File: src/common/ert_pkg.sv
package ert_pkg;

    // ------------------------------------------------------------------
    // Bus geometry.
    // ------------------------------------------------------------------
    localparam int PADDR_W = 20;
    localparam int PDATA_W = 32;

    // ------------------------------------------------------------------
    // Register indices, and their word-aligned byte addresses.
    // ------------------------------------------------------------------
    localparam logic [17:0] IDX_DIV    = 18'h04240;
    localparam logic [17:0] IDX_RELOAD = 18'h04242;
    localparam logic [17:0] IDX_COUNT  = 18'h04244;
    localparam logic [17:0] IDX_CTRL   = 18'h04246;
    localparam logic [17:0] IDX_INT    = 18'h04248;

    localparam logic [19:0] ADDR_DIV    = {IDX_DIV, 2'b00};
    localparam logic [19:0] ADDR_RELOAD = {IDX_RELOAD, 2'b00};
    localparam logic [19:0] ADDR_COUNT  = {IDX_COUNT, 2'b00};
    localparam logic [19:0] ADDR_CTRL   = {IDX_CTRL, 2'b00};
    localparam logic [19:0] ADDR_INT    = {IDX_INT, 2'b00};

    // ------------------------------------------------------------------
    // Field positions.
    // ------------------------------------------------------------------
    localparam int DIV_W           = 4;
    localparam int CNT_W           = 8;
    localparam int PRE_W           = 14;
    localparam int CTRL_RUN_BIT    = 0;
    localparam int CTRL_RST_BIT    = 1;
    localparam int CTRL_ONESHOT_BIT = 4;
    localparam int INT_FLAG_BIT    = 0;
    localparam int INT_IE_BIT      = 8;

    // ------------------------------------------------------------------
    // Reset values and codes.
    // ------------------------------------------------------------------
    localparam logic [3:0] DIV_RST      = 4'h0;
    localparam logic [3:0] DIV_RESERVED = 4'hf;
    localparam logic [7:0] RELOAD_RST   = 8'h00;
    localparam logic [7:0] COUNT_RST    = 8'hff;

endpackage : ert_pkg

File: src/common/ert_cnt_if.sv
`timescale 1ns/1ps
// Signals shared by the register file, the prescaler and the counter core.
interface ert_cnt_if;
    logic       run;       // Counting enabled.
    logic       clear;     // One-cycle counter reset strobe.
    logic [3:0] div_sel;   // Prescaler ratio code.
    logic       tick;      // One-cycle count enable from the prescaler.
    logic [7:0] reload;    // Reload value.
    logic [7:0] count;     // Current count.
    logic       underflow; // Tick while the count stands at zero.

    modport ctl  (output run, clear, div_sel, reload,
                  input  count, underflow, tick);
    modport pre  (input run, clear, div_sel, output tick);
    modport core (input run, clear, tick, reload,
                  output count, underflow);
endinterface : ert_cnt_if

File: src/verilog/ert_prescaler.sv
`timescale 1ns/1ps
module ert_prescaler (
    input  wire logic mclk,   // System clock.
    input  wire logic rst_b,  // Asynchronous reset, active low.
    ert_cnt_if.pre    cif     // Run, clear and ratio in, tick out.
);

    logic [13:0] div_q;
    logic [14:0] span;
    logic [13:0] mask;

    // ------------------------------------------------------------------
    // Divider chain.
    // ------------------------------------------------------------------
    // Restarting on stop or clear gives a full first period after start.
    always_ff @(posedge mclk or negedge rst_b) begin
        if (!rst_b) begin
            div_q <= 14'h0000;
        end else if (!cif.run || cif.clear) begin
            div_q <= 14'h0000;
        end else begin
            div_q <= div_q + 14'h0001;
        end
    end

    // Ratio code n ticks once every 2**n cycles; the last code never ticks.
    assign span = (15'h0001 << cif.div_sel) - 15'h0001;
    assign mask = span[13:0];
    assign cif.tick = cif.run && !cif.clear
                      && (cif.div_sel != ert_pkg::DIV_RESERVED)
                      && ((div_q & mask) == mask);

    a_tick_reserved: assert property (
        @(posedge mclk) disable iff (!rst_b)
        cif.div_sel == ert_pkg::DIV_RESERVED |-> !cif.tick)
        else $error("Tick seen with reserved ratio code.");

    a_tick_direct: assert property (
        @(posedge mclk) disable iff (!rst_b)
        (cif.div_sel == 4'h0 && cif.run && !cif.clear) |-> cif.tick)
        else $error("Ratio 1/1 missed a tick.");

    a_tick_half: assert property (
        @(posedge mclk) disable iff (!rst_b)
        (cif.tick && cif.div_sel == 4'h1) ##1
        (cif.div_sel == 4'h1 && cif.run && !cif.clear) |-> !cif.tick)
        else $error("Ratio 1/2 ticked twice in a row.");

endmodule : ert_prescaler

File: src/verilog/ert_counter.sv
`timescale 1ns/1ps
module ert_counter (
    input  wire logic mclk,   // System clock.
    input  wire logic rst_b,  // Asynchronous reset, active low.
    ert_cnt_if.core   cif     // Controls in, count and underflow out.
);

    logic [7:0] count_q;

    // ------------------------------------------------------------------
    // Down counter.
    // ------------------------------------------------------------------
    assign cif.underflow = cif.run && cif.tick && !cif.clear
                           && (count_q == 8'h00);
    assign cif.count = count_q;

    // A reset strobe wins over a tick in the same cycle.
    always_ff @(posedge mclk or negedge rst_b) begin
        if (!rst_b) begin
            count_q <= ert_pkg::COUNT_RST;
        end else if (cif.clear) begin
            count_q <= cif.reload;
        end else if (cif.underflow) begin
            count_q <= cif.reload;
        end else if (cif.run && cif.tick) begin
            count_q <= count_q - 8'h01;
        end
    end

    a_count_dec: assert property (
        @(posedge mclk) disable iff (!rst_b)
        (cif.run && cif.tick && !cif.clear && count_q != 8'h00)
        |=> count_q == $past(count_q) - 8'h01)
        else $error("Count did not step down on a tick.");

    a_count_reload: assert property (
        @(posedge mclk) disable iff (!rst_b)
        cif.underflow |=> count_q == $past(cif.reload))
        else $error("Underflow did not reload the count.");

    a_count_hold: assert property (
        @(posedge mclk) disable iff (!rst_b)
        (!cif.run && !cif.clear) |=> $stable(count_q))
        else $error("Count moved while stopped.");

    a_reset_strobe: assert property (
        @(posedge mclk) disable iff (!rst_b)
        cif.clear |=> count_q == $past(cif.reload))
        else $error("Reset strobe did not load the count.");

endmodule : ert_counter

File: src/verilog/ert_timer.sv
`timescale 1ns/1ps
// Notes on behaviour
// - Prescaler divides clock by 2**code for codes 0..14; code 15 reserved.
// - Eight-bit reload value, read and write, zero after reset.
// - Current count readable only, all ones after reset.
// - Control bit 4 picks one-shot when 1, repeat when 0.
// - Writing 1 to control bit 1 resets the counter; 0 ignored.
// - Control bit 0 runs the counter when 1, stops it when 0.
// - Interrupt enable at bit 8 gates the request; zero after reset.
// - Flag at bit 0 set by underflow, cleared only by writing 1.
module ert_timer (
    input  wire logic        mclk,    // System clock, 25 MHz.
    input  wire logic        rst_b,   // Asynchronous reset, active low.
    input  wire logic        psel,    // APB select.
    input  wire logic        penable, // APB access phase.
    input  wire logic        pwrite,  // APB direction, 1 is write.
    input  wire logic [19:0] paddr,   // APB byte address.
    input  wire logic [31:0] pwdata,  // APB write data.
    output logic      [31:0] prdata,  // APB read data.
    output logic             pready,  // APB transfer done.
    output logic             pslverr, // APB error, unmapped address.
    output logic             irq      // Interrupt request, active high.
);

    // ------------------------------------------------------------------
    // Declarations.
    // ------------------------------------------------------------------
    ert_cnt_if cif ();

    logic [3:0]  div_q;
    logic [7:0]  reload_q;
    logic        run_q;
    logic        run_d;
    logic        one_shot_q;
    logic        ie_q;
    logic        flag_q;
    logic        flag_d;
    logic [31:0] prdata_q;
    logic        pready_q;
    logic        pslverr_q;
    logic        irq_q;

    logic        hit_div;
    logic        hit_reload;
    logic        hit_count;
    logic        hit_ctrl;
    logic        hit_int;
    logic        hit_any;
    logic        access;
    logic        wr;
    logic        wr_ctrl;
    logic        flag_w1c;
    logic [31:0] rd_word;

    // ------------------------------------------------------------------
    // Sub-blocks.
    // ------------------------------------------------------------------
    ert_prescaler u_pre (
        .mclk  (mclk),
        .rst_b (rst_b),
        .cif   (cif)
    );

    ert_counter u_core (
        .mclk  (mclk),
        .rst_b (rst_b),
        .cif   (cif)
    );

    assign cif.run     = run_q;
    assign cif.div_sel = div_q;
    assign cif.reload  = reload_q;

    // ------------------------------------------------------------------
    // APB decode.
    // ------------------------------------------------------------------
    // Every access takes one wait state, so pready always comes from a
    // flip-flop and a write lands on the edge that samples it high.
    assign access = psel && penable;
    assign wr     = access && pwrite && pready_q;

    always_comb begin
        hit_div    = 1'b0;
        hit_reload = 1'b0;
        hit_count  = 1'b0;
        hit_ctrl   = 1'b0;
        hit_int    = 1'b0;
        if (paddr == ert_pkg::ADDR_DIV) begin
            hit_div = 1'b1;
        end else if (paddr == ert_pkg::ADDR_RELOAD) begin
            hit_reload = 1'b1;
        end else if (paddr == ert_pkg::ADDR_COUNT) begin
            hit_count = 1'b1;
        end else if (paddr == ert_pkg::ADDR_CTRL) begin
            hit_ctrl = 1'b1;
        end else if (paddr == ert_pkg::ADDR_INT) begin
            hit_int = 1'b1;
        end
    end

    assign hit_any  = hit_div || hit_reload || hit_count
                      || hit_ctrl || hit_int;
    assign wr_ctrl  = wr && hit_ctrl;
    assign flag_w1c = wr && hit_int && pwdata[ert_pkg::INT_FLAG_BIT];

    // The strobe bit is never stored, so it always reads back as zero.
    assign cif.clear = wr_ctrl && pwdata[ert_pkg::CTRL_RST_BIT];

    // ------------------------------------------------------------------
    // Read mux; reserved bits are zero.
    // ------------------------------------------------------------------
    always_comb begin
        rd_word = 32'h0000_0000;
        if (hit_div) begin
            rd_word[3:0] = div_q;
        end else if (hit_reload) begin
            rd_word[7:0] = reload_q;
        end else if (hit_count) begin
            rd_word[7:0] = cif.count;
        end else if (hit_ctrl) begin
            rd_word[ert_pkg::CTRL_ONESHOT_BIT] = one_shot_q;
            rd_word[ert_pkg::CTRL_RUN_BIT]     = run_q;
        end else if (hit_int) begin
            rd_word[ert_pkg::INT_IE_BIT]   = ie_q;
            rd_word[ert_pkg::INT_FLAG_BIT] = flag_q;
        end
    end

    // Answer: data, ready and error rise together one cycle into access.
    always_ff @(posedge mclk or negedge rst_b) begin
        if (!rst_b) begin
            prdata_q  <= 32'h0000_0000;
            pready_q  <= 1'b0;
            pslverr_q <= 1'b0;
        end else if (access && !pready_q) begin
            prdata_q  <= pwrite ? 32'h0000_0000 : rd_word;
            pready_q  <= 1'b1;
            pslverr_q <= !hit_any;
        end else begin
            pready_q  <= 1'b0;
            pslverr_q <= 1'b0;
        end
    end

    // ------------------------------------------------------------------
    // Configuration registers.
    // ------------------------------------------------------------------
    // Ratio select; a change takes hold at once, without restarting the divider chain.
    always_ff @(posedge mclk or negedge rst_b) begin
        if (!rst_b) begin
            div_q <= ert_pkg::DIV_RST;
        end else if (wr && hit_div) begin
            div_q <= pwdata[3:0];
        end
    end

    // Reload value.
    always_ff @(posedge mclk or negedge rst_b) begin
        if (!rst_b) begin
            reload_q <= ert_pkg::RELOAD_RST;
        end else if (wr && hit_reload) begin
            reload_q <= pwdata[7:0];
        end
    end

    // Mode select.
    always_ff @(posedge mclk or negedge rst_b) begin
        if (!rst_b) begin
            one_shot_q <= 1'b0;
        end else if (wr_ctrl) begin
            one_shot_q <= pwdata[ert_pkg::CTRL_ONESHOT_BIT];
        end
    end

    // Run bit: a software write wins over a one-shot stop in the same
    // cycle, so a restart issued at underflow is never lost.
    always_comb begin
        run_d = run_q;
        if (wr_ctrl) begin
            run_d = pwdata[ert_pkg::CTRL_RUN_BIT];
        end else if (cif.underflow && one_shot_q) begin
            run_d = 1'b0;
        end
    end

    always_ff @(posedge mclk or negedge rst_b) begin
        if (!rst_b) begin
            run_q <= 1'b0;
        end else begin
            run_q <= run_d;
        end
    end

    // ------------------------------------------------------------------
    // Interrupt.
    // ------------------------------------------------------------------
    // Set wins over a write-one clear arriving in the same cycle.
    assign flag_d = (flag_q && !flag_w1c) || cif.underflow;

    always_ff @(posedge mclk or negedge rst_b) begin
        if (!rst_b) begin
            flag_q <= 1'b0;
        end else begin
            flag_q <= flag_d;
        end
    end

    always_ff @(posedge mclk or negedge rst_b) begin
        if (!rst_b) begin
            ie_q <= 1'b0;
        end else if (wr && hit_int) begin
            ie_q <= pwdata[ert_pkg::INT_IE_BIT];
        end
    end

    // Registered from next-state values so the pin tracks flag and enable
    // in the same cycle without a combinational output path.
    always_ff @(posedge mclk or negedge rst_b) begin
        if (!rst_b) begin
            irq_q <= 1'b0;
        end else begin
            irq_q <= flag_d && (wr && hit_int ?
                     pwdata[ert_pkg::INT_IE_BIT] : ie_q);
        end
    end

    assign prdata  = prdata_q;
    assign pready  = pready_q;
    assign pslverr = pslverr_q;
    assign irq     = irq_q;

    // ------------------------------------------------------------------
    // Checks.
    // ------------------------------------------------------------------
    a_irq_level: assert property (
        @(posedge mclk) disable iff (!rst_b)
        irq_q == (flag_q && ie_q))
        else $error("Interrupt pin disagrees with flag and enable.");

    a_irq_gated: assert property (
        @(posedge mclk) disable iff (!rst_b)
        (wr && hit_int && !pwdata[ert_pkg::INT_IE_BIT]) |=> !irq_q)
        else $error("Request seen with enable written off.");

    a_flag_set: assert property (
        @(posedge mclk) disable iff (!rst_b)
        cif.underflow |=> flag_q)
        else $error("Underflow did not set the flag.");

    a_flag_hold: assert property (
        @(posedge mclk) disable iff (!rst_b)
        (flag_q && !flag_w1c) |=> flag_q)
        else $error("Flag dropped without a write of one.");

    a_flag_clear: assert property (
        @(posedge mclk) disable iff (!rst_b)
        (flag_w1c && !cif.underflow) |=> !flag_q)
        else $error("Write of one did not clear the flag.");

    a_oneshot_stop: assert property (
        @(posedge mclk) disable iff (!rst_b)
        (cif.underflow && one_shot_q && !wr_ctrl)
        |=> !run_q ##1 (!run_q || $past(wr_ctrl)))
        else $error("One-shot mode kept running after underflow.");

    a_repeat_run: assert property (
        @(posedge mclk) disable iff (!rst_b)
        (cif.underflow && !one_shot_q && !wr_ctrl) |=> run_q)
        else $error("Repeat mode stopped at underflow.");

    a_reload_write: assert property (
        @(posedge mclk) disable iff (!rst_b)
        (wr && hit_reload) |=> reload_q == $past(pwdata[7:0]))
        else $error("Reload write not stored.");

    a_ctrl_read: assert property (
        @(posedge mclk) disable iff (!rst_b)
        (access && !pready_q && !pwrite && hit_ctrl)
        |=> prdata_q[31:5] == 27'h0 && prdata_q[3:1] == 3'h0)
        else $error("Reserved control bits read nonzero.");

    a_bus_answer: assert property (
        @(posedge mclk) disable iff (!rst_b)
        (access && !pready_q) |=> pready_q ##1 !pready_q)
        else $error("Bus answer not exactly one wait state.");

    // Each configuration write must be visible on the very next cycle.
    a_div_write: assert property (
        @(posedge mclk) disable iff (!rst_b)
        (wr && hit_div) |=> div_q == $past(pwdata[3:0]))
        else $error("Ratio write not stored.");

    a_run_write: assert property (
        @(posedge mclk) disable iff (!rst_b)
        wr_ctrl |=> run_q == $past(pwdata[ert_pkg::CTRL_RUN_BIT]))
        else $error("Run bit write not stored.");

    a_mode_write: assert property (
        @(posedge mclk) disable iff (!rst_b)
        wr_ctrl |=> one_shot_q == $past(pwdata[ert_pkg::CTRL_ONESHOT_BIT]))
        else $error("Mode bit write not stored.");

    a_ie_write: assert property (
        @(posedge mclk) disable iff (!rst_b)
        (wr && hit_int) |=> ie_q == $past(pwdata[ert_pkg::INT_IE_BIT]))
        else $error("Interrupt enable write not stored.");

    a_bus_error: assert property (
        @(posedge mclk) disable iff (!rst_b)
        (access && !pready_q && !hit_any) |=> pslverr_q)
        else $error("Unmapped address gave no error.");

endmodule : ert_timer

File: config.mk
export PLATFORM = sky130hd
export DESIGN_NAME = ert_timer
export DESIGN_NICKNAME = d
export VERILOG_FILES = /design/src/common/ert_pkg.sv /design/src/common/ert_cnt_if.sv /design/src/verilog/ert_prescaler.sv /design/src/verilog/ert_counter.sv /design/src/verilog/ert_timer.sv
export SDC_FILE = /design/constraint.sdc
export NUM_CORES = 1
export LEC_CHECK = 0
export BUFFER_PORTS_ARGS = -buffer_cell sky130_fd_sc_hd__buf_2
export CAP_MARGIN = 20
export CELL_PAD_IN_SITES_DETAIL_PLACEMENT = 0
export CELL_PAD_IN_SITES_GLOBAL_PLACEMENT = 2
export CORE_UTILIZATION = 33
export DETAILED_ROUTE_END_ITERATION = 8
export PLACE_DENSITY_LB_ADDON = 0.12
export SLEW_MARGIN = 25
export SYNTH_ARGS = -nofsm -noshare
export SYNTH_HDL_FRONTEND = slang
export SYNTH_SLANG_ARGS = --single-unit
File: constraint.sdc
create_clock -name mclk -period 6.8 [get_ports mclk]
set_input_delay 1.36 -clock mclk [delete_from_list [all_inputs] [get_ports mclk]]
set_output_delay 1.36 -clock mclk [all_outputs]
set_load 0.02 [all_outputs]
==> results of run 1 <==
==> final timing paths <==
kind	from	cells past startpoint	slack (ns)	endpoint
max	paddr[1]	7	3.28	u_core.cif.count[5]
min	prdata[5]	2	0.49	prdata[5]
max reg2reg	cif.div_sel[1]	10	3.28	u_core.cif.count[5]
min reg2reg	prdata[5]	2	0.49	prdata[5]
max in group asynchronous	rst_b	2	5.18	cif.reload[5]
min in group asynchronous	rst_b	2	1.16	u_pre.div_q[5]
==> placed cells by master (no fill, tap or decap), types with 3 or more instances in the layout <==
| cell | instances |
|---|---|
| or2_2 | 3 |
| mux2_2 | 14 |
| xnor2_1 | 7 |
| xor2_1 | 6 |
| nor2b_1 | 5 |
| nand4b_1 | 4 |
| a22oi_1 | 4 |
| nand3_1 | 14 |
| ha_1 | 3 |
| nor2_1 | 33 |
| a21oi_1 | 14 |
| nor4_1 | 8 |
| o21ai_0 | 22 |
| mux2i_1 | 7 |
| clkbuf_8 | 5 |
| buf_2 | 45 |
| inv_1 | 11 |
| and3_1 | 6 |
| or3_1 | 5 |
| nand2_1 | 30 |
| and2_1 | 3 |
| nand3b_1 | 4 |
| conb_1 | 23 |
| nor3_1 | 9 |
| dfrtp_1 | 42 |
| dfstp_2 | 8 |
| or4_1 | 4 |
==> sequential cells by signal, summed over array words and instances (netlist names) <==
name / count
irq: 1
u_core.cif.count: 8
cif.run: 1
pready: 1
pslverr: 1
one_shot_q: 1
cif.div_sel: 4
flag_q: 1
prdata: 9
u_pre.div_q: 14
cif.reload: 8
ie_q: 1
==> routing by layer <==
layer / vias to the layer above / GRT usage / wire, um
met5: - / 0 / 0
met4: 0 / 0.0459 / 80
met3: 7 / 0.0270 / 299
met2: 71 / 0.265 / 3410
met1: 1218 / 0.263 / 4180
li1: 1251 / - / -
==> where the power goes <==
group / internal, W / switching [W]
sequential: 0.000339 / 0.0000398
combinational: 0.0000636 / 0.0000832
clock: 0.0000747 / 0.000115
==> final cells by class <==
cell class,count,share of cell area
Multi-Input combinational cell,266,0.479
Sequential cell,50,0.371
Timing Repair Buffer,47,0.0707
Tap cell,108,0.0397
Clock buffer,5,0.0202
Inverter,11,0.0121
Clock inverter,3,0.00736
==> worst max-delay path: stages <==
cell and delay, ns:
buf_2 0.09, nor4_1 0.40, nand3_1 0.20, nor4_1 0.69
nand2b_1 0.49, a32oi_1 0.34, o311ai_0 0.16
==> stage by stage <==
step / worst slack (ns) / instance area, um^2 / instances / utilization / power [W]
detailed placement: 2.99 / 3310 / 482 / 0.372 / 0.000532
global route: 2.77 / 3400 / 490 / 0.382 / 0.000761
floorplan: 3.80 / 3170 / 363 / - / 0.000484
CTS: 3.25 / 3400 / 490 / 0.382 / 0.000725
global placement: 3.02 / 3310 / 482 / 0.372 / 0.000529
finish: 3.28 / 3400 / 490 / 0.382 / 0.000715
==> cell families (layout without fill, tap and decap cells) <==
group           count (synthesis)  in the layout  share of synthesized area
simple gates                  144            144                      0.252
compound gates                 62             62                      0.125
flops                          50             50                      0.409
buf+inv                        47             66                     0.0901
mux                            21             21                     0.0738
xor+xnor                       13             13                     0.0369
fa+ha+maj                       3              3                     0.0122
other cells                     1             23                    0.00122
==> impl_metrics.toml, run 1 <==
[run_status]
status = "completed"

[clocking]
clockBufferDepth = 2
path_clk_slew_ns = 0.12
cts-root-buf = "clkbuf_8"
clock_latency_ns = 0.32
post-cts-setup-buffer-count = 0
cts.sinks = 50
numCtsBuffers = 5
hold_buffers = 0
post_cts_resized = 0
htreeDepth = 2
cts_tree = "yes"

[synth]
synthCells = 341
synth-seq-cells = 50
netlist-cell-type-count = 61
synth_area_um2 = 3080
avgSynthCellArea_um2 = 9.04
synthArstFlopShare = 1.00
yosysMostFrequentCell = "dfrtp_1"
synth_commonest_cells = "dfrtp_1, nor2_1, nand2_1"
synth_warnings = 0
synth_area_leaders = "dfrtp_1, dfstp_2, buf_4"
synth_seq_area_share = 0.409
synth-edff-count = 0
synth_top_area_cell = "dfrtp_1"
synth_top_area_frac = 0.341
synth_ff_type = "dfrtp_1"

[cells_and_area]
drive_above_1_share = 0.225
seq_area_um2 = 1260
syn2layout_area_growth_pct = 10.2
diodes = 0
multiInputGateArea_um2 = 1630
fillCellCount = 921
final_nets = 441

[timing]
min_period_over_period = 0.517
maxSlewViolCount = 0
max_slew_margin = 0.422
skew_ns = 0.0195
setup_tns_ns = 0
worst_slew_pin_slew_ns = 0.859
post-route-min-period_ns = 3.52
finalHoldViolCount = 0
setup_violations = 0
fin_hold_ws_ns = 0.494
rsz0062_at_grt = "no"
fmax_mhz = 284

[critical_path]
crit_arrival_ns = 3.74
cp_max_fo = 9
worstSetupPathType = "primary input to register"
start_kind = "primary input"
cp.required_ns = 7.02
setup.worst_path.end_class = "register"

[detailed_routing]
antenna_left = 0
drt_pre_antenna_iters = 4
vias_per_cell = 5.20
num_vias = 2547
drt_iter0_markers = 115
wl_per_cell_um = 16.3
post-route-drc-count = 0
routed_wl_um = 7970

[placed_design]
place_hpwl_um = 5810
place_congestion = 0.728
io_buffers = 45

[floorplanning]
rows = 34
core_um2 = 8890
die_y_um = 98.7
io_pins = 92
fp.dieW_um = 98.7
initial_core_util = 0.347
fp.dieArea_um2 = 9740

[global_route]
grt_pass1_vias = 2523
grt_pass1_wl_um = 13500
grt-ovfl-total = 0
grt_use_total = 0.176
grt_antenna_before_repair = 0
grt_max_degree = 51

[hold_path]
hold_class = "register to register"

[flow_run]
cap_violations = 0

[power_and_ir_drop]
ir_drop_mv = 0.0889
power_leakage_nw = 1.56
power.density_nw_per_um2 = 210
Power figures use the tool's default switching activity.
==> run 2, diff against run 1 <==
- ABC_AREA: unset -> 1
- CORE_UTILIZATION: 33 -> 26
- clock period: 6.8 -> 3.02 ns (I/O delays scaled with it)
==> impl_metrics.toml, run 2 <==
[cells_and_area]
drive_above_1_share = 0.180
largest_register_ffs = 14
stdcell_count = 626
diodes = 0
syn2layout_area_growth_pct = 14.6
final_nets = 543
final_cell_mix = "nand2_1, inv_1, nor2_1"
max_flop_register = "u_pre.div_q"
fin_util = 0.310
final_common_cell = "nand2_1"

[critical_path]
setup.worst_path.end_class = "register"
rrSetupSlack_ns = 0.59
cp_max_fo = 8
crit_family = "simple AND/OR/NAND/NOR gates"
cp.required_ns = 3.26
crit_path_end = "u_core.cif.count[6]"
r2r_cells = 14
worstSetupPathType = "register to register"
crit_cells = 14
crit_chain = "nor2_4 > nand3_1 > ha_1 > nor2_1 > nor2_1 > nand3_1 > nor2_2 > nand3_2 > nor2_4 > nand3_2 > buf_4 > nand3_1 > nand3_1 > nand2_1"
startpoint = "cif.div_sel[3]"
cpPeakStageDelay_ns = 0.50
rr_startpoint = "cif.div_sel[3]"
start_kind = "register"
crit_buf_inv = 1
crit_arrival_ns = 2.67
slowest_stage = "dfrtp_1"
r2r-end = "u_core.cif.count[6]"
cp_common_cell = "nand3_1"

[global_route]
grt_use_total = 0.143
grt_max_degree = 51
grt_antenna_before_repair = 0
grt_pass1_vias = 2699
grt_pass1_wl_um = 14100
grt-ovfl-total = 0

[synth]
netlist-cell-type-count = 34
synth_area_leaders = "dfrtp_1, nand2_1, nand3_1"
synth_commonest_cells = "nand2_1, inv_1, nor2_1"
synth_top_area_cell = "dfrtp_1"
synth_warnings = 0
synth-seq-cells = 50
synth_seq_area_share = 0.401
synthCells = 433
synthArstFlopShare = 1.00
synth-edff-count = 0
synth_ff_type = "dfrtp_1"
yosysMostFrequentCell = "nand2_1"
synth_top_area_frac = 0.334
synth_area_um2 = 3150
avgSynthCellArea_um2 = 7.26

[detailed_routing]
routed_wl_um = 8300
drt_pre_antenna_iters = 6
vias_per_cell = 4.41
post-route-drc-count = 7
drt_iter0_markers = 148
num_vias = 2758
antenna_left = 0
wl_per_cell_um = 13.3

[placed_design]
place_congestion = 0.782
io_buffers = 45
place_hpwl_um = 6340
placedCellCount = 619

[clocking]
numCtsBuffers = 5
clock_latency_ns = 0.29
post_cts_resized = 0
post-cts-setup-buffer-count = 0
cts_tree = "yes"
cts.sinks = 50
hold_buffers = 0
cts-root-buf = "clkbuf_16"
path_clk_slew_ns = 0.07
clockBufferDepth = 2
htreeDepth = 2

[timing]
setup_tns_ns = 0
worst_slew_pin_slew_ns = 0.573
maxSlewViolCount = 0
finalHoldViolCount = 0
rsz0062_at_grt = "no"
post-route-min-period_ns = 2.43
max_slew_margin = 0.617
setup_violations = 0
min_period_over_period = 0.805
fmax_mhz = 411
skew_ns = 0.00489

[power_and_ir_drop]
power_leakage_nw = 1.76
power.density_nw_per_um2 = 364
ir_drop_mv = 0.163

[run_status]
violations = "design-rule violations"
status = "complete, but fails checks"

[floorplanning]
die_y_um = 112
fp.dieW_um = 112
fp.dieArea_um2 = 12500
rows = 39
core_um2 = 11600
io_pins = 92
initial_core_util = 0.271

[flow_run]
cap_violations = 0

[hold_path]
hold_class = "primary input to asynchronous set/reset pin"
==> run 2: cell types whose count changed in the layout (fill, tap and decap cells not counted), sizes merged, moves of 8 or more <==
| cell | before | now |
|---|---|---|
| mux2 | 14 | 0 |
| nor2 | 33 | 56 |
| nand3 | 14 | 50 |
| inv | 12 | 62 |
| nor4 | 8 | 0 |
| nand2 | 30 | 109 |
==> run 2: worst reg2reg max path: stages, from the launching register on <==
cell and delay [ns]:
dfrtp_1 0.50, nor2_4 0.25, nand3_1 0.11, ha_1 0.29
nor2_1 0.04, nor2_1 0.09, nand3_1 0.09, nor2_2 0.16
nand3_2 0.11, nor2_4 0.16, nand3_2 0.16, buf_4 0.21
nand3_1 0.07, nand3_1 0.08, nand2_1 0.07
==> run 2: worst min-delay path by stage <==
stage                    from        endpoint  depth (start not counted)  slack, ns
global placement    prdata[6]       prdata[6]                          2       0.46
floorplan               rst_b  cif.div_sel[0]                          0       0.31
CTS                     rst_b            ie_q                          2       0.31
detailed placement  prdata[6]       prdata[6]                          2       0.47
finish                  rst_b             irq                          2       0.30
global route            rst_b             irq                          2       0.32
==> run 2: metrics by stage <==
stage	setup WS (ns)	hold WS, ns	instance area (um^2)	power [W]
floorplan	0.951	0.308	3230	0.000751
global placement	0.547	0.459	3470	0.000775
detailed placement	0.556	0.466	3470	0.000776
CTS	0.556	0.309	3600	0.00134
global route	0.327	0.316	3600	0.00138
finish	0.588	0.296	3600	0.00131
==> run 2: area by class of cell <==
type | count | area (um^2)
fillers | 1303 | 8010
multi-input cells | 315 | 1530
flip-flops and latches | 50 | 1260
repair buffers | 49 | 268
inverters | 62 | 233
well taps | 143 | 179
clock buffers | 7 | 133
==> run 2: where the power goes <==
group / internal [W] / switching [W] / leakage, nW / total [W]
Clock: 0.000304 / 0.000247 / 0.0640 / 0.000551
Combinational: 0.0000240 / 0.0000651 / 1.05 / 0.0000891
Sequential: 0.000671 / 0.000000797 / 0.647 / 0.000672
Total: 0.00100 / 0.000313 / 1.76 / 0.00131
==> run 2: routing by layer <==
| layer | track usage | vias up | wire [um] |
|---|---|---|---|
| met2 | 0.205 | 57 | 3390 |
| met5 | 0 | - | 0 |
| li1 | - | 1431 | - |
| met3 | 0.0250 | 9 | 310 |
| met4 | 0.0391 | 0 | 119 |
| met1 | 0.219 | 1261 | 4480 |
==> run 2: kinds of logic (layout without fill, tap and decap cells) <==
kind of cell / Yosys count / after routing / share of synthesized area
other: 1 / 23 / 0.00119
adder cells (fa/ha/maj): 3 / 3 / 0.0119
XOR/XNOR: 10 / 10 / 0.0278
flip-flops: 50 / 50 / 0.401
AO/OA/AOI/OAI: 45 / 45 / 0.0823
buffers and inverters: 90 / 118 / 0.138
AND/OR/NAND/NOR: 234 / 234 / 0.337
